`src/hdl/can_status_regs.svh`:
```
/*
 * Register offsets, field positions, response codes and limits of the
 * CAN status block. Assumes inclusion by bare name from design files.
 */
`ifndef CAN_STATUS_REGS_SVH
`define CAN_STATUS_REGS_SVH

// ****************************************************************
// Byte addresses on the register bus.
// ****************************************************************
`define ADDR_CONTROL 8'h00
`define ADDR_STATUS 8'h04
`define ADDR_SEARCH_MODE 8'h08
`define ADDR_SEARCH_RESULT 8'h0c
`define ADDR_CHANNEL 8'h10
`define ADDR_ERR_ENABLE 8'h14
`define ADDR_ERR_FLAG 8'h18
`define ADDR_COUNTERS 8'h1c
`define ADDR_ERR_PRIORITY 8'h20
`define ADDR_IRQ_ENABLE 8'h24

// ****************************************************************
// Field positions and response codes.
// ****************************************************************
`define CTRL_RECOV_LSB 3
`define CTRL_FORCED_BIT 5
`define FLAG_WARN 0
`define FLAG_PASSIVE 1
`define FLAG_BUSOFF 2
`define FLAG_RECOV 3
`define FLAG_WAKE 4
`define COUNT_REC_LSB 16
`define RESP_OKAY 2'h0
`define RESP_SLVERR 2'h2

// ****************************************************************
// Error limits and counts.
// ****************************************************************
`define WARN_LIMIT 9'h060
`define PASSIVE_LIMIT 9'h080
`define BUSOFF_LIMIT 9'h100
`define RECOV_RUNS_LAST 7'h7f
`define RX_FIFO_MAILBOX 4'hc
`define RX_FIFO_MASK 16'h0fff
`define TX_NORMAL_MASK 16'h00ff

`endif

```
`src/hdl/can_status_pkg.sv`:
```
/*
 * Types shared by the CAN status block: search modes, operating
 * modes, bus-off recovery modes and the error state.
 * Assumes nothing of its surroundings.
 */
package can_status_pkg;

	typedef enum logic [1:0] {
		SEARCH_RX = 2'h0,
		SEARCH_TX = 2'h1,
		SEARCH_LOST = 2'h2,
		SEARCH_CHANNEL = 2'h3
	} search_mode_type;

	typedef enum logic [1:0] {
		OP_OPERATE = 2'h0,
		OP_RESET = 2'h1,
		OP_HALT = 2'h2,
		OP_SLEEP = 2'h3
	} op_mode_type;

	typedef enum logic [1:0] {
		RECOV_NORMAL = 2'h0,
		RECOV_HALT_START = 2'h1,
		RECOV_HALT_END = 2'h2,
		RECOV_HALT_PROG = 2'h3
	} recov_mode_type;

	typedef enum logic [2:0] {
		ERR_ACTIVE = 3'b001,
		ERR_PASSIVE = 3'b010,
		ERR_BUSOFF = 3'b100
	} err_state_type;

endpackage : can_status_pkg

```
`src/hdl/can_status_ctrl.sv`:
```
/*
 * CAN controller status block: mailbox search, error counters and
 * error state, error flags and bus-off recovery, behind AXI4-Lite.
 * Assumes mailbox flags and error pulses come from the CAN core,
 * synchronous to ref_clk_i.
 */
// What this block does
// RULE1: two-bit field selects rx, tx, lost, channel search.
// RULE2: rx search shows lowest mailbox with new data.
// RULE3: nothing pending sets the search-empty flag.
// RULE4: FIFO mode rx search reports mailbox 12.
// RULE5: tx search shows lowest sent mailbox, else empty.
// RULE6: FIFO mode tx search skips FIFO mailboxes.
// RULE7: lost search lowest lost mailbox; FIFO lost is 12.
// RULE8: channel search reads advance through written pattern.
// RULE9: errors bump transmit or receive counter.
// RULE10: either counter at 96 sets warning flag.
// RULE11: either counter at 128 means error-passive.
// RULE12: transmit counter at 256 enters bus-off.
// RULE13: error sources interrupt only when enabled.
// RULE14: software sets enables only in reset mode; code accepts enable writes in any mode.
// RULE15: status shows passive and bus-off state bits.
// RULE16: error and wake share vector; source bit.
// RULE17: recovery mode 00 returns to error-active.
// RULE18: forced return bit recovers now, self-clears.
// RULE19: mode 01 halts on reaching bus-off.
// RULE20: mode 10 halts after recovery, sets flag.
// RULE21: recovery needs 128 runs of 11 recessive bits.
// RULE22: mode 11 halts on software request in bus-off.
`timescale 1ns/1ps
`include "can_status_regs.svh"
module can_status_ctrl #(
	parameter int MAILBOXES = 16,
	parameter int ADDR_W = 8
) (
	input wire logic ref_clk_i,
	input wire logic rst_b_i,
	input wire logic ce_i,
	input wire logic [ADDR_W-1:0] awaddr_i,
	input wire logic awvalid_i,
	output logic awready_o,
	input wire logic [31:0] wdata_i,
	input wire logic [3:0] wstrb_i,
	input wire logic wvalid_i,
	output logic wready_o,
	output logic [1:0] bresp_o,
	output logic bvalid_o,
	input wire logic bready_i,
	input wire logic [ADDR_W-1:0] araddr_i,
	input wire logic arvalid_i,
	output logic arready_o,
	output logic [31:0] rdata_o,
	output logic [1:0] rresp_o,
	output logic rvalid_o,
	input wire logic rready_i,
	input wire logic [MAILBOXES-1:0] rx_new_flag_i,
	input wire logic [MAILBOXES-1:0] tx_done_flag_i,
	input wire logic [MAILBOXES-1:0] rx_overrun_flag_i,
	input wire logic rx_fifo_lost_flag_i,
	input wire logic rx_fifo_empty_i,
	input wire logic fifo_mode_i,
	input wire logic tx_error_i,
	input wire logic rx_error_i,
	input wire logic recessive_run_i,
	input wire logic wakeup_i,
	output logic irq_o,
	output logic [1:0] operating_mode_o,
	output logic passive_o,
	output logic busoff_o,
	output logic comm_enable_o
);

	initial begin
		if (MAILBOXES != 16 || ADDR_W < 6) begin
			$error("can_status_ctrl: needs 16 mailboxes, 6 address bits");
		end
	end

	// ****************************************************************
	// Registers and internal state.
	// ****************************************************************
	can_status_pkg::search_mode_type search_mode;
	can_status_pkg::recov_mode_type recovery_mode_field;
	can_status_pkg::err_state_type err_state;
	can_status_pkg::err_state_type prev_state;
	can_status_pkg::err_state_type next_state;
	logic forced_return_bit;
	logic [15:0] channel_pattern;
	logic [4:0] err_irq_enable;
	logic [4:0] err_irq_flag;
	logic [2:0] err_irq_priority;
	logic [1:0] irq_enable;
	logic [3:0] search_result;
	logic search_empty_flag;
	logic err_source;
	logic warn_prev;
	logic recov_event;
	logic resume_wait;
	logic [6:0] recov_runs;
	logic [8:0] tec;
	logic [8:0] rec;
	logic [ADDR_W-1:0] wr_addr;
	logic [31:0] wr_data;
	logic [3:0] wr_strb;
	logic [31:0] rd_mux;
	logic rd_hit;
	logic wr_hit;
	logic wr_fire;
	logic rd_fire;
	logic [15:0] next_vec;
	logic [3:0] found_idx;
	logic found_none;
	logic warn_now;
	logic busoff;
	logic leave_normal;
	logic leave_forced;
	logic halt_prog;
	logic leave_busoff;
	logic ctrl_wr;
	logic [4:0] events;
	logic err_pending;
	logic wake_pending;

	// Byte-lane merge of a write into an existing register value.
	function automatic logic [31:0] merge(input logic [31:0] old,
			input logic [31:0] data, input logic [3:0] strb);
		logic [31:0] res;
		res = old;
		for (int b = 0; b < 4; b++) begin
			if (strb[b]) begin
				res[b*8 +: 8] = data[b*8 +: 8];
			end
		end
		return res;
	endfunction : merge

	// ****************************************************************
	// AXI4-Lite slave handshakes.
	// ****************************************************************

	// Address and data are taken in either order; the write is done
	// once both are held. The bus must stay idle while ce_i is low.
	assign wr_fire = ce_i && !awready_o && !wready_o && !bvalid_o;
	assign rd_fire = ce_i && arvalid_i && arready_o;

	always_ff @(posedge ref_clk_i or negedge rst_b_i) begin
		if (!rst_b_i) begin
			awready_o <= 1'b1;
			wready_o <= 1'b1;
			bvalid_o <= 1'b0;
			bresp_o <= `RESP_OKAY;
			wr_addr <= '0;
			wr_data <= 32'h0;
			wr_strb <= 4'h0;
		end else if (ce_i) begin
			if (awvalid_i && awready_o) begin
				awready_o <= 1'b0;
				wr_addr <= awaddr_i;
			end
			if (wvalid_i && wready_o) begin
				wready_o <= 1'b0;
				wr_data <= wdata_i;
				wr_strb <= wstrb_i;
			end
			if (wr_fire) begin
				bvalid_o <= 1'b1;
				bresp_o <= wr_hit ? `RESP_OKAY : `RESP_SLVERR;
			end
			if (bvalid_o && bready_i) begin
				bvalid_o <= 1'b0;
				awready_o <= 1'b1;
				wready_o <= 1'b1;
			end
		end
	end

	// Read data are captured at the address handshake.
	always_ff @(posedge ref_clk_i or negedge rst_b_i) begin
		if (!rst_b_i) begin
			arready_o <= 1'b1;
			rvalid_o <= 1'b0;
			rdata_o <= 32'h0;
			rresp_o <= `RESP_OKAY;
		end else if (ce_i) begin
			if (rd_fire) begin
				arready_o <= 1'b0;
				rvalid_o <= 1'b1;
				rdata_o <= rd_mux;
				rresp_o <= rd_hit ? `RESP_OKAY : `RESP_SLVERR;
			end else if (rvalid_o && rready_i) begin
				rvalid_o <= 1'b0;
				arready_o <= 1'b1;
			end
		end
	end

	// Read decode; unmapped addresses read zero with an error answer.
	always_comb begin
		rd_mux = 32'h0;
		rd_hit = 1'b1;
		unique case (8'(araddr_i))
		`ADDR_CONTROL: rd_mux = {26'h0, 1'b0, recovery_mode_field,
			1'b0, operating_mode_o};
		`ADDR_STATUS: rd_mux = {25'h0, resume_wait,
			operating_mode_o == can_status_pkg::OP_HALT, err_source,
			warn_now, busoff, passive_o, search_empty_flag}; // see RULE15
		`ADDR_SEARCH_MODE: rd_mux = {30'h0, search_mode};
		`ADDR_SEARCH_RESULT: rd_mux = {28'h0, search_result};
		`ADDR_CHANNEL: rd_mux = {16'h0, channel_pattern};
		`ADDR_ERR_ENABLE: rd_mux = {27'h0, err_irq_enable};
		`ADDR_ERR_FLAG: rd_mux = {27'h0, err_irq_flag}; // see RULE13
		`ADDR_COUNTERS: rd_mux = {7'h0, rec, 7'h0, tec};
		`ADDR_ERR_PRIORITY: rd_mux = {29'h0, err_irq_priority};
		`ADDR_IRQ_ENABLE: rd_mux = {30'h0, irq_enable};
		default: rd_hit = 1'b0;
		endcase
	end

	assign wr_hit = (8'(wr_addr) == `ADDR_CONTROL) ||
		(8'(wr_addr) == `ADDR_SEARCH_MODE) ||
		(8'(wr_addr) == `ADDR_CHANNEL) ||
		(8'(wr_addr) == `ADDR_ERR_ENABLE) ||
		(8'(wr_addr) == `ADDR_ERR_FLAG) ||
		(8'(wr_addr) == `ADDR_ERR_PRIORITY) ||
		(8'(wr_addr) == `ADDR_IRQ_ENABLE) ||
		(8'(wr_addr) == `ADDR_STATUS) ||
		(8'(wr_addr) == `ADDR_SEARCH_RESULT) ||
		(8'(wr_addr) == `ADDR_COUNTERS);
	assign ctrl_wr = wr_fire && 8'(wr_addr) == `ADDR_CONTROL && wr_strb[0];

	// ****************************************************************
	// Mailbox and channel search.
	// ****************************************************************

	// FIFO mailboxes fold into one entry at 12, or vanish for transmit.
	always_comb begin
		next_vec = 16'h0;
		unique case (search_mode) // see RULE1
		can_status_pkg::SEARCH_RX: begin
			next_vec = rx_new_flag_i; // see RULE2
			if (fifo_mode_i) begin
				next_vec = rx_new_flag_i & `RX_FIFO_MASK;
				next_vec[`RX_FIFO_MAILBOX] = !rx_fifo_empty_i; // see RULE4
			end
		end
		can_status_pkg::SEARCH_TX: begin
			next_vec = tx_done_flag_i; // see RULE5
			if (fifo_mode_i) begin
				next_vec = tx_done_flag_i & `TX_NORMAL_MASK; // see RULE6
			end
		end
		can_status_pkg::SEARCH_LOST: begin
			next_vec = rx_overrun_flag_i; // see RULE7
			if (fifo_mode_i) begin
				next_vec = rx_overrun_flag_i & `RX_FIFO_MASK;
				next_vec[`RX_FIFO_MAILBOX] = rx_fifo_lost_flag_i;
			end
		end
		can_status_pkg::SEARCH_CHANNEL: next_vec = channel_pattern;
		endcase
	end

	lowest_bit_finder #(
		.WIDTH(16),
		.IDX_W(4)
	) finder (
		.vec_i(next_vec),
		.idx_o(found_idx),
		.none_o(found_none)
	);

	// The result follows the flags one cycle late; software clearing a
	// flag therefore shows the next mailbox on its following read.
	always_ff @(posedge ref_clk_i or negedge rst_b_i) begin
		if (!rst_b_i) begin
			search_result <= 4'h0;
			search_empty_flag <= 1'b1;
		end else if (ce_i) begin
			search_result <= found_idx;
			search_empty_flag <= found_none; // see RULE3
		end
	end

	// Search mode and channel pattern. A read of the result in channel
	// mode retires the channel just read; a same-edge write wins.
	always_ff @(posedge ref_clk_i or negedge rst_b_i) begin
		if (!rst_b_i) begin
			search_mode <= can_status_pkg::SEARCH_RX;
			channel_pattern <= 16'h0;
		end else if (ce_i) begin
			if (rd_fire && 8'(araddr_i) == `ADDR_SEARCH_RESULT &&
					search_mode == can_status_pkg::SEARCH_CHANNEL &&
					!search_empty_flag) begin
				channel_pattern[search_result] <= 1'b0; // see RULE8
			end
			if (wr_fire && 8'(wr_addr) == `ADDR_CHANNEL) begin
				channel_pattern <= 16'(merge({16'h0, channel_pattern},
					wr_data, wr_strb));
			end
			if (wr_fire && 8'(wr_addr) == `ADDR_SEARCH_MODE && wr_strb[0]) begin
				search_mode <= can_status_pkg::search_mode_type'(wr_data[1:0]);
			end
		end
	end

	// ****************************************************************
	// Error counters and error state.
	// ****************************************************************
	assign busoff = err_state == can_status_pkg::ERR_BUSOFF;
	assign warn_now = tec >= `WARN_LIMIT || rec >= `WARN_LIMIT;
	assign leave_forced = busoff && forced_return_bit; // see RULE18
	assign halt_prog = busoff && ctrl_wr &&
		recovery_mode_field == can_status_pkg::RECOV_HALT_PROG &&
		wr_data[1:0] == can_status_pkg::OP_HALT; // see RULE22
	assign leave_normal = busoff && recessive_run_i &&
		recov_runs == `RECOV_RUNS_LAST; // see RULE21
	assign leave_busoff = leave_normal || leave_forced || halt_prog;

	// Counting stops in bus-off; leaving it starts both counters over.
	error_counter #(
		.WIDTH(9)
	) tx_counter (
		.clk_i(ref_clk_i),
		.rst_b_i(rst_b_i),
		.ce_i(ce_i),
		.inc_i(tx_error_i && !busoff), // see RULE9
		.clr_i(leave_busoff),
		.count_o(tec)
	);

	error_counter #(
		.WIDTH(9)
	) rx_counter (
		.clk_i(ref_clk_i),
		.rst_b_i(rst_b_i),
		.ce_i(ce_i),
		.inc_i(rx_error_i && !busoff), // see RULE9
		.clr_i(leave_busoff),
		.count_o(rec)
	);

	// Counters never fall here, so passive lasts until bus-off clears.
	always_comb begin
		next_state = err_state;
		unique case (err_state)
		can_status_pkg::ERR_ACTIVE, can_status_pkg::ERR_PASSIVE: begin
			if (tec >= `BUSOFF_LIMIT) begin
				next_state = can_status_pkg::ERR_BUSOFF; // see RULE12
			end else if (tec >= `PASSIVE_LIMIT || rec >= `PASSIVE_LIMIT) begin
				next_state = can_status_pkg::ERR_PASSIVE; // see RULE11
			end
		end
		can_status_pkg::ERR_BUSOFF: begin
			if (leave_busoff) begin
				next_state = can_status_pkg::ERR_ACTIVE; // see RULE17
			end
		end
		default: next_state = can_status_pkg::ERR_ACTIVE;
		endcase
	end

	always_ff @(posedge ref_clk_i or negedge rst_b_i) begin
		if (!rst_b_i) begin
			err_state <= can_status_pkg::ERR_ACTIVE;
			prev_state <= can_status_pkg::ERR_ACTIVE;
			warn_prev <= 1'b0;
			recov_runs <= 7'h0;
			recov_event <= 1'b0;
			resume_wait <= 1'b0;
			passive_o <= 1'b0;
			busoff_o <= 1'b0;
			comm_enable_o <= 1'b1;
		end else if (ce_i) begin
			err_state <= next_state;
			prev_state <= err_state;
			warn_prev <= warn_now;
			passive_o <= next_state == can_status_pkg::ERR_PASSIVE;
			busoff_o <= next_state == can_status_pkg::ERR_BUSOFF;
			recov_runs <= busoff && !leave_busoff ?
				recov_runs + 7'(recessive_run_i) : 7'h0;
			recov_event <= leave_normal &&
				recovery_mode_field == can_status_pkg::RECOV_HALT_END;
			if (leave_forced) begin
				resume_wait <= 1'b1; // see RULE18
			end else if (recessive_run_i) begin
				resume_wait <= 1'b0;
			end
			comm_enable_o <= next_state != can_status_pkg::ERR_BUSOFF &&
				!(leave_forced || (resume_wait && !recessive_run_i));
		end
	end

	// ****************************************************************
	// Control register and bus-off halt handling.
	// ****************************************************************

	// The forced return bit is kept only in bus-off and clears itself
	// once acted upon. Hardware halts overwrite a same-edge write.
	always_ff @(posedge ref_clk_i or negedge rst_b_i) begin
		if (!rst_b_i) begin
			operating_mode_o <= can_status_pkg::OP_RESET;
			recovery_mode_field <= can_status_pkg::RECOV_NORMAL;
			forced_return_bit <= 1'b0;
		end else if (ce_i) begin
			forced_return_bit <= 1'b0;
			if (ctrl_wr) begin
				operating_mode_o <= wr_data[1:0];
				recovery_mode_field <= can_status_pkg::recov_mode_type'(
					wr_data[`CTRL_RECOV_LSB +: 2]); // see RULE17
				forced_return_bit <= busoff && !leave_forced &&
					wr_data[`CTRL_FORCED_BIT];
			end
			if (busoff && prev_state != can_status_pkg::ERR_BUSOFF &&
					recovery_mode_field == can_status_pkg::RECOV_HALT_START) begin
				operating_mode_o <= can_status_pkg::OP_HALT; // see RULE19
			end
			if (leave_normal &&
					recovery_mode_field == can_status_pkg::RECOV_HALT_END) begin
				operating_mode_o <= can_status_pkg::OP_HALT; // see RULE20
			end
		end
	end

	// ****************************************************************
	// Error interrupt flags, enables and the shared request line.
	// ****************************************************************
	assign events = {wakeup_i, recov_event,
		busoff && prev_state != can_status_pkg::ERR_BUSOFF,
		err_state == can_status_pkg::ERR_PASSIVE &&
			prev_state == can_status_pkg::ERR_ACTIVE,
		warn_now && !warn_prev}; // see RULE10

	// Writing 1 clears a flag; an event on the same edge keeps it set.
	always_ff @(posedge ref_clk_i or negedge rst_b_i) begin
		if (!rst_b_i) begin
			err_irq_flag <= 5'h0;
			err_irq_enable <= 5'h0;
			err_irq_priority <= 3'h0;
			irq_enable <= 2'h0;
		end else if (ce_i) begin
			err_irq_flag <= (err_irq_flag & ~((wr_fire &&
				8'(wr_addr) == `ADDR_ERR_FLAG && wr_strb[0]) ?
				wr_data[4:0] : 5'h0)) | events;
			if (wr_fire && wr_strb[0]) begin
				if (8'(wr_addr) == `ADDR_ERR_ENABLE) begin
					err_irq_enable <= wr_data[4:0]; // see RULE14
				end
				if (8'(wr_addr) == `ADDR_ERR_PRIORITY) begin
					err_irq_priority <= wr_data[2:0];
				end
				if (8'(wr_addr) == `ADDR_IRQ_ENABLE) begin
					irq_enable <= wr_data[1:0];
				end
			end
		end
	end

	assign err_pending = |(err_irq_flag[3:0] & err_irq_enable[3:0]) &&
		irq_enable[0] && err_irq_priority != 3'h0; // see RULE13
	assign wake_pending = err_irq_flag[`FLAG_WAKE] &&
		err_irq_enable[`FLAG_WAKE] && irq_enable[1] &&
		err_irq_priority != 3'h0;

	// One request line serves both error and wake-up causes.
	always_ff @(posedge ref_clk_i or negedge rst_b_i) begin
		if (!rst_b_i) begin
			irq_o <= 1'b0;
			err_source <= 1'b0;
		end else if (ce_i) begin
			irq_o <= err_pending || wake_pending; // see RULE16
			err_source <= err_pending;
		end
	end
endmodule : can_status_ctrl

```
`src/hdl/error_counter.sv`:
```
/*
 * Saturating error counter with clear, used for both directions.
 * Assumes inc_i and clr_i are synchronous to clk_i.
 */
`timescale 1ns/1ps
module error_counter #(
	parameter int WIDTH = 9
) (
	input wire logic clk_i,
	input wire logic rst_b_i,
	input wire logic ce_i,
	input wire logic inc_i,
	input wire logic clr_i,
	output logic [WIDTH-1:0] count_o
);

	initial begin
		if (WIDTH < 9) begin
			$error("error_counter: WIDTH must reach the bus-off limit");
		end
	end

	// Clear beats increment; saturation keeps a flood from wrapping.
	always_ff @(posedge clk_i or negedge rst_b_i) begin
		if (!rst_b_i) begin
			count_o <= '0;
		end else if (ce_i) begin
			if (clr_i) begin
				count_o <= '0;
			end else if (inc_i && !(&count_o)) begin
				count_o <= count_o + 1'b1;
			end
		end
	end

endmodule : error_counter

```
`src/hdl/lowest_bit_finder.sv`:
```
/*
 * Finds the lowest set bit of a vector and encodes its position.
 * Purely combinational; the caller registers the result.
 */
`timescale 1ns/1ps
module lowest_bit_finder #(
	parameter int WIDTH = 16,
	parameter int IDX_W = 4
) (
	input wire logic [WIDTH-1:0] vec_i,
	output logic [IDX_W-1:0] idx_o,
	output logic none_o
);

	initial begin
		if (WIDTH > (1 << IDX_W)) begin
			$error("lowest_bit_finder: IDX_W too small for WIDTH");
		end
	end

	// Scan downwards so the lowest set bit is the last one written.
	always_comb begin
		idx_o = '0;
		none_o = 1'b1;
		for (int i = WIDTH - 1; i >= 0; i--) begin
			if (vec_i[i]) begin
				idx_o = IDX_W'(i);
				none_o = 1'b0;
			end
		end
	end

endmodule : lowest_bit_finder

```
`config.mk`:
```
export PLATFORM = sky130hd
export DESIGN_NAME = can_status_ctrl
export DESIGN_NICKNAME = d
export VERILOG_FILES = /design/src/hdl/can_status_pkg.sv /design/src/hdl/can_status_ctrl.sv /design/src/hdl/error_counter.sv /design/src/hdl/lowest_bit_finder.sv
export VERILOG_INCLUDE_DIRS = /design/src /design/src/hdl
export SDC_FILE = /design/constraint.sdc
export NUM_CORES = 1
export LEC_CHECK = 0
export BUFFER_PORTS_ARGS = -buffer_cell sky130_fd_sc_hd__buf_2
export CAP_MARGIN = 20
export CORE_UTILIZATION = 40
export CTS_CLUSTER_SIZE = 24
export DETAILED_ROUTE_END_ITERATION = 6
export SYNTH_ARGS = -nofsm -noshare
export SYNTH_HDL_FRONTEND = slang
export SYNTH_HIERARCHICAL = 1
export SYNTH_SLANG_ARGS = --single-unit
```
`constraint.sdc`:
```
create_clock -name ref_clk_i -period 2.25 [get_ports ref_clk_i]
set_clock_uncertainty 0.05 [all_clocks]
set_input_delay 0 -clock ref_clk_i [delete_from_list [all_inputs] [get_ports ref_clk_i]]
set_output_delay 0 -clock ref_clk_i [all_outputs]
set_load 0.01 [all_outputs]
```
==> results of run 1 <==
## path summary, 6_finish.rpt
check	from	endpoint	slack, ps	cells past startpoint
worst max-delay path	awready_o	tx_counter/count_o[7]	-20	8
worst min-delay path	rst_b_i	rx_counter/count_o[4]	20	2
worst max register to register	awready_o	tx_counter/count_o[7]	-20	8
worst min register to register	warn_prev	err_irq_flag[0]	400	1
max in group asynchronous	rst_b_i	wready_o	1470	3
min in group ref_clk_i	arvalid_i	arready_o	30	4
## placed cells by master, fill, tap and decap left out, types with 8 or more instances in the layout
| cell type | netlist | final |
|---|---|---|
| nor2_1 | 38 | 31 |
| o21ai_0 | 36 | 32 |
| a21oi_1 | 38 | 37 |
| dfrtp_1 | 132 | 130 |
| a22oi_1 | 10 | 10 |
| or4_1 | 12 | 10 |
| mux2i_1 | 11 | 11 |
| a22o_1 | 28 | 28 |
| nand2_1 | 83 | 83 |
| dfstp_2 | 8 | 8 |
| inv_1 | 24 | 23 |
| nor2b_1 | 8 | 8 |
| conb_1 | 1 | 9 |
| nand4_1 | 10 | 10 |
| o211ai_1 | 12 | 12 |
| nor3_1 | 15 | 15 |
| buf_2 | 6 | 133 |
| and3_1 | 8 | 8 |
| mux2_2 | 51 | 49 |
| mux4_2 | 11 | 11 |
| nand2b_1 | 14 | 12 |
| nand3_1 | 40 | 39 |
| dlygate4sd3_1 | 0 | 36 |
| buf_4 | 9 | 83 |
| clkbuf_16 | 0 | 17 |
## metrics by stage
stage	utilization	hold slack [ps]	cells	power, mW
after floorplan	-	-346	766	5.02
after global routing	0.548	22.1	1246	9.65
after CTS	0.537	14.3	1233	9.08
final	0.548	15.7	1246	9.18
after global placement	0.484	-78.4	1163	6.09
after detailed placement	0.484	-83.6	1163	6.15
## critical path, stage by stage (launching register included)
cell and delay (ps):
dfstp_2 560, nor4b_4 50, and4_4 160, a211oi_4 260
buf_6 140, nor2_4 50, or3b_1 370, or4_4 420
o311ai_2 90
## sequential cells by signal, indices dropped and copies added (netlist names), 2 cells and up
name,count
err_irq_priority,3
channel_pattern,16
wr_data,16
tx_counter/count_o,9
wr_strb,2
rx_counter/count_o,9
err_state,3
wr_addr,8
err_irq_flag,5
err_irq_enable,5
recovery_mode_field,2
prev_state,3
irq_enable,2
search_result,4
search_mode,2
operating_mode_o,2
rdata_o,25
recov_runs,7
## metal layers
metal / GRT usage / vias up / wire (um)
li1: - / 3307 / -
met1: 0.326 / 3380 / 10800
met2: 0.366 / 242 / 10500
met3: 0.0506 / 23 / 1380
met4: 0.0686 / 2 / 280
met5: 0 / - / 10
## kinds of logic after synthesis
kind of cell	count (synthesis)	synth area share
compound gates	177	0.160
mux	75	0.124
simple gates	286	0.205
buf+inv	72	0.0425
flops	140	0.457
fa+ha+maj	6	0.00977
other cells	1	0.000488
xor+xnor	1	0.00114
## what timing repair did
| action | CTS | global route |
|---|---|---|
| buffers inserted | 2 | 11 |
| pin swaps | 1 | 11 |
| hold buffers | 36 | 0 |
| endpoints found under the hold margin | 168 | 0 |
| cloned | 0 | 1 |
| resized for setup | 5 | 35 |
| endpoints found under the setup margin | 9 | 34 |
## report_power, final
group | switching [mW] | leakage (nW) | total [mW] | internal, mW
clock | 1.15 | 0.278 | 2.85 | 1.69
combinational | 1.43 | 2.75 | 2.83 | 1.40
sequential | 0.460 | 1.71 | 3.51 | 3.05
total | 3.04 | 4.74 | 9.18 | 6.14
## cell type report
type,count,area (um2),share of cell area
Antenna cell,1,2.50,0.000243
Clock buffer,19,453,0.0440
Clock inverter,13,143,0.0139
Inverter,25,93.8,0.00912
Multi-Input combinational cell,555,4030,0.392
Sequential cell,140,3520,0.342
Tap cell,234,293,0.0285
Timing Repair Buffer,259,1750,0.170
==> results.txt, run 1 <==
status = finished, violations left
failing checks = setup timing
minimum clock period = 2270 ps
# fillers = 1712
gr usage total = 0.234
P per Cell Area = 892 nW/um2
Lkg Pwr = 4.74 nW
Setup violations, final = 1
I/O pin cnt = 162
Area contributors post-synth = dfrtp_1 (43%), mux2_2 (7.5%), nand2_1 (4.1%)
area of the mapped netlist = 7680 um2
Hold Vio Cnt, Final = 0
initial DRC count = 411
WP data arrival = 2550 ps
P&R area growth vs syn = 33.9%
DPL Wire Length = 16600 um
FFs w/ async S/R, synth = 1.00
Setup crit end kind = flip-flop
YS warnings = 6
core area = 18800 um2
clk_lat worst skew = 430 ps
dominant cell type by area after synthesis = dfrtp_1
number of flops mapped to enable cells by yosys = 0
Max-Cap Viols = 0
Min-Delay Path Class = in2async
H-tree Lvls = 4
count of unique library cells instantiated by Yosys = 73
fin crit share = 1.01
drt pass-1 iters = 5
grt total ovfl = 0
Synth top area share = 0.430
largest net degree at the start of global routing = 49
Post-synth top cells = dfrtp_1 (132), nand2_1 (83), mux2_2 (51)
cell row count = 50
cell with the most instances after synthesis = dfrtp_1
CTS Sinks = 140
via/cell ratio = 5.58
top_reg_cell synth = dfrtp_1
Slew HR = 0.607
VDD IR max = 680 uV
crit-path max FO = 7
ratio of cells with drive above 1 in the final layout = 0.362
Worst Setup Start Kind = flip-flop
Seq/Total Area, Yosys = 0.457
pre-CTS setup slack = -34.1 ps
vias = 6954
unrepaired setup endpoints after global routing = yes
I/O Buffers = 134
CP Data Required Time = 2530 ps
Clock Tree Root = clkbuf_16
Seq cells post-synth = 140
NumNets Final = 1119
Die H = 141 um
Num CTS Buffers = 17
initial core utilization = 0.409
worst-margin pin slew = 589 ps
Slew Viols, Final = 0
CTS clk-pin slew, worst paths = 60 ps
final WL = 22900 um
post-synthesis average cell area = 10.1 um2
Post-route DRC = 0
Final GP Congestion = 0.886
TritonCTS clock tree = yes
Crit Path Class = reg2reg
Die ar. = 19800 um2
Die X = 141 um
Synth Instances = 758
vias in the first global route = 6567
initial antenna violation count = 2
TNS Setup = -16.6 ps
Wirelength per Cell = 18.4 um
Setup WS post-layout = -16.6 ps
Longest Clk Path Bufs = 2
Placed Area = 9080 um2
first-pass GRT wire length = 35500 um
post-route ant nets = 0
Max Fclk = 441 MHz
finished layout cell area = 10300 um2
(Power assumes the default switching activity.)
==> run 2: changes to the inputs <==
--- a/config.mk
+++ b/config.mk
@@ -8,7 +8,7 @@
 export LEC_CHECK = 0
 export BUFFER_PORTS_ARGS = -buffer_cell sky130_fd_sc_hd__buf_2
 export CAP_MARGIN = 20
-export CORE_UTILIZATION = 40
+export CORE_UTILIZATION = 35
 export CTS_CLUSTER_SIZE = 24
 export DETAILED_ROUTE_END_ITERATION = 6
 export SYNTH_ARGS = -nofsm -noshare
==> run 2 against run 1 <==
Against the previous run: global-route usage shrank 2.1 points; final cell count grew 2.3%; sequential share of layout area grew 0.26 points; the flow now finishes without violations; setup slack gained 82 ps; power grew 1.5%; largest cell class unchanged; flip-flop and latch count is the same.
==> results.txt, run 2 (synthesis results as in run 1) <==
Worst Setup SP = wready_o
most frequent cells in the layout = buf_2 (133), dfrtp_1 (132), nand2_1 (83)
Lkg Pwr = 4.67 nW (-1.5%)
vias in the first global route = 6648 (+1.2%)
TritonCTS clock tree = yes
first-pass GRT wire length = 36100 um (+1.6%)
CTS clk-pin slew, worst paths = 60 ps (about the same)
Reg area = 3510 um2 (about the same)
clock group share of total power = 0.334 (+0.024)
P&R area growth vs syn = 32.8%
Slew Viols, Final = 0 (unchanged)
Die ar. = 22500 um2 (+14%)
combinational share of power = 0.289 (-0.019)
Min-Delay Path Class = in2reg
final WL = 23200 um (+1.1%)
crit-path max FO = 6 (-1)
ratio of cells with drive above 1 in the final layout = 0.338 (-0.0243)
fin cells = 1275 (+2.3%)
Longest Clk Path Bufs = 2 (unchanged)
Num CTS Buffers = 17 (unchanged)
Hold Path Cell Cnt = 4
Setup crit end kind = flip-flop
H-tree Lvls = 4 (unchanged)
Overall Power = 9.32 mW (+1.5%)
Placed Cells = 1194 (+2.7%)
worst reg2reg path depth = 7 (-1)
Post-route DRC = 0 (unchanged)
I/O pin cnt = 162 (unchanged)
multi-input logic area = 3960 um2 (-1.9%)
largest net degree at the start of global routing = 53 (+8.2%)
CP top delay family = simple AND/OR/NAND/NOR gates
clk_lat worst skew = 440 ps (about the same)
grt total ovfl = 0 (unchanged)
gr usage total = 0.213 (-0.0207)
# fillers = 2014 (+18%)
Int Power = 6.33 mW (+3.1%)
switching share of power = 0.321 (-0.0102)
core area = 21300 um2 (+13%)
Max-Cap Viols = 0 (unchanged)
vias = 6988 (+0.49%)
Max Fclk = 458 MHz (+3.7%)
via/cell ratio = 5.48 (-1.8%)
Slowest cell on crit path = dfstp_2
Hold Vio Cnt, Final = 0 (unchanged)
max FFs per register = 25 (unchanged)
CP Data Required Time = 2540 ps (about the same)
Setup violations, final = 0 (-1)
CP Capture Point = tx_counter/count_o[7]
fin crit share = 0.971 (-0.0362)
switching pwr = 2.99 mW (-1.6%)
NumNets Final = 1106 (-1.2%)
Die X = 150 um (+6.8%)
initial core utilization = 0.361 (-0.0484)
Die H = 150 um (+6.8%)
worst-margin pin slew = 655 ps (+66.5 ps)
FF-to-FF End = tx_counter/count_o[7]
unrepaired setup endpoints after global routing = no
post-route ant nets = 0 (unchanged)
Crit Path Class = reg2reg
drt pass-1 iters = 5 (unchanged)
commonest non-fill, non-tap cell in the layout = buf_2
TNS Setup = 0 ps (+16.6 ps)
number of cells on the critical path = 7 (-1)
initial antenna violation count = 1 (-1)
minimum clock period = 2190 ps (-81.5 ps)
crit-path cells = nor4b_4 -> and4_4 -> a211oi_4 -> nor2_4 -> or3b_1 -> or4_1 -> o311ai_1
status = complete, no violations
Slew HR = 0.560 (-0.0468)
Final GP Congestion = 0.888 (+0.24%)
largest reg by FF count = rdata_o
largest registers = rdata_o x25, channel_pattern x16, wr_data x16
P per Cell Area = 913 nW/um2 (+2.4%)
Reg power frac = 0.377 (-0.005)
CTS Sinks = 140 (unchanged)
WP data arrival = 2470 ps (-80 ps)
Worst Path Buf+Inv = 0 (-1)
smallest hold slack = 24.2 ps (+8.44 ps)
Wirelength per Cell = 18.2 um (-1.2%)
slowest stage delay, CP = 560 ps (about the same)
Worst Setup Start Kind = flip-flop
r2r setup slk = 60 ps (+80 ps)
DPL Wire Length = 17000 um (+2.4%)
initial DRC count = 461 (+12%)
FF-to-FF Start = wready_o
VDD IR max = 569 uV (-16%)
I/O Buffers = 134 (unchanged)
Clock Tree Root = clkbuf_16
cell row count = 53 (+6.0%)
[run 2: power groups by stage]
stage / logic, mW / clock network (mW) / registers [mW]
2_1_floorplan: 1.54 / 0 / 3.48
3_3_place_gp: 2.52 / 0 / 3.53
3_5_place_dp: 2.54 / 0 / 3.55
4_1_cts: 2.66 / 3.16 / 3.51
5_1_grt: 2.97 / 3.27 / 3.57
6_report: 2.70 / 3.11 / 3.51
[run 2: area by class of cell]
class / count / share of cell area
clock buffers: 18 / 0.0421
repair buffers: 246 / 0.161
flip-flops and latches: 140 / 0.344
well taps: 275 / 0.0337
clock inverters: 14 / 0.0212
multi-input cells: 555 / 0.388
inverters: 25 / 0.00920
diodes: 2 / 0.000490
[run 2: repair_timing]
item                       in CTS  in global routing
resized for setup               2                 12
setup buffers                   4                  3
pin swaps                       2                  4
hold buffers                   39                  0
hold endpoints to repair      166                  0
gates cloned                    1                  0
setup endpoints to repair       2                 23
[run 2: how the worst min path moves through the flow]
stage	end	startpoint
final	arready_o	arvalid_i
after global routing	arready_o	arvalid_i
after CTS	arready_o	arvalid_i
after detailed placement	rdata_o[13]	rst_b_i
after global placement	rdata_o[13]	rst_b_i
after floorplan	bresp_o[1]	rst_b_i
[run 2: routing by layer]
metal  up-vias  share of wire  GRT usage
met1      3465           0.46      0.299
met2       223           0.46      0.325
met3        25          0.060     0.0464
li1       3275              -          -
met4         0          0.015     0.0712
met5         -              0          0
[run 2: worst reg2reg max path: stages (launching register included)]
cell      delay (ps)
dfstp_2          560
nor4b_4           50
and4_4           170
a211oi_4         280
nor2_4           100
or3b_1           370
or4_1            410
o311ai_1         100
[run 2: through the flow]
stage	instance area [um2]	util	setup slack (ps)
finish	10200	0.479	64.9
global route	10200	0.479	2.72
CTS	10100	0.476	34.8
detailed placement	9040	0.425	11.4
global placement	9040	0.425	28.3
floorplan	7750	-	12.1
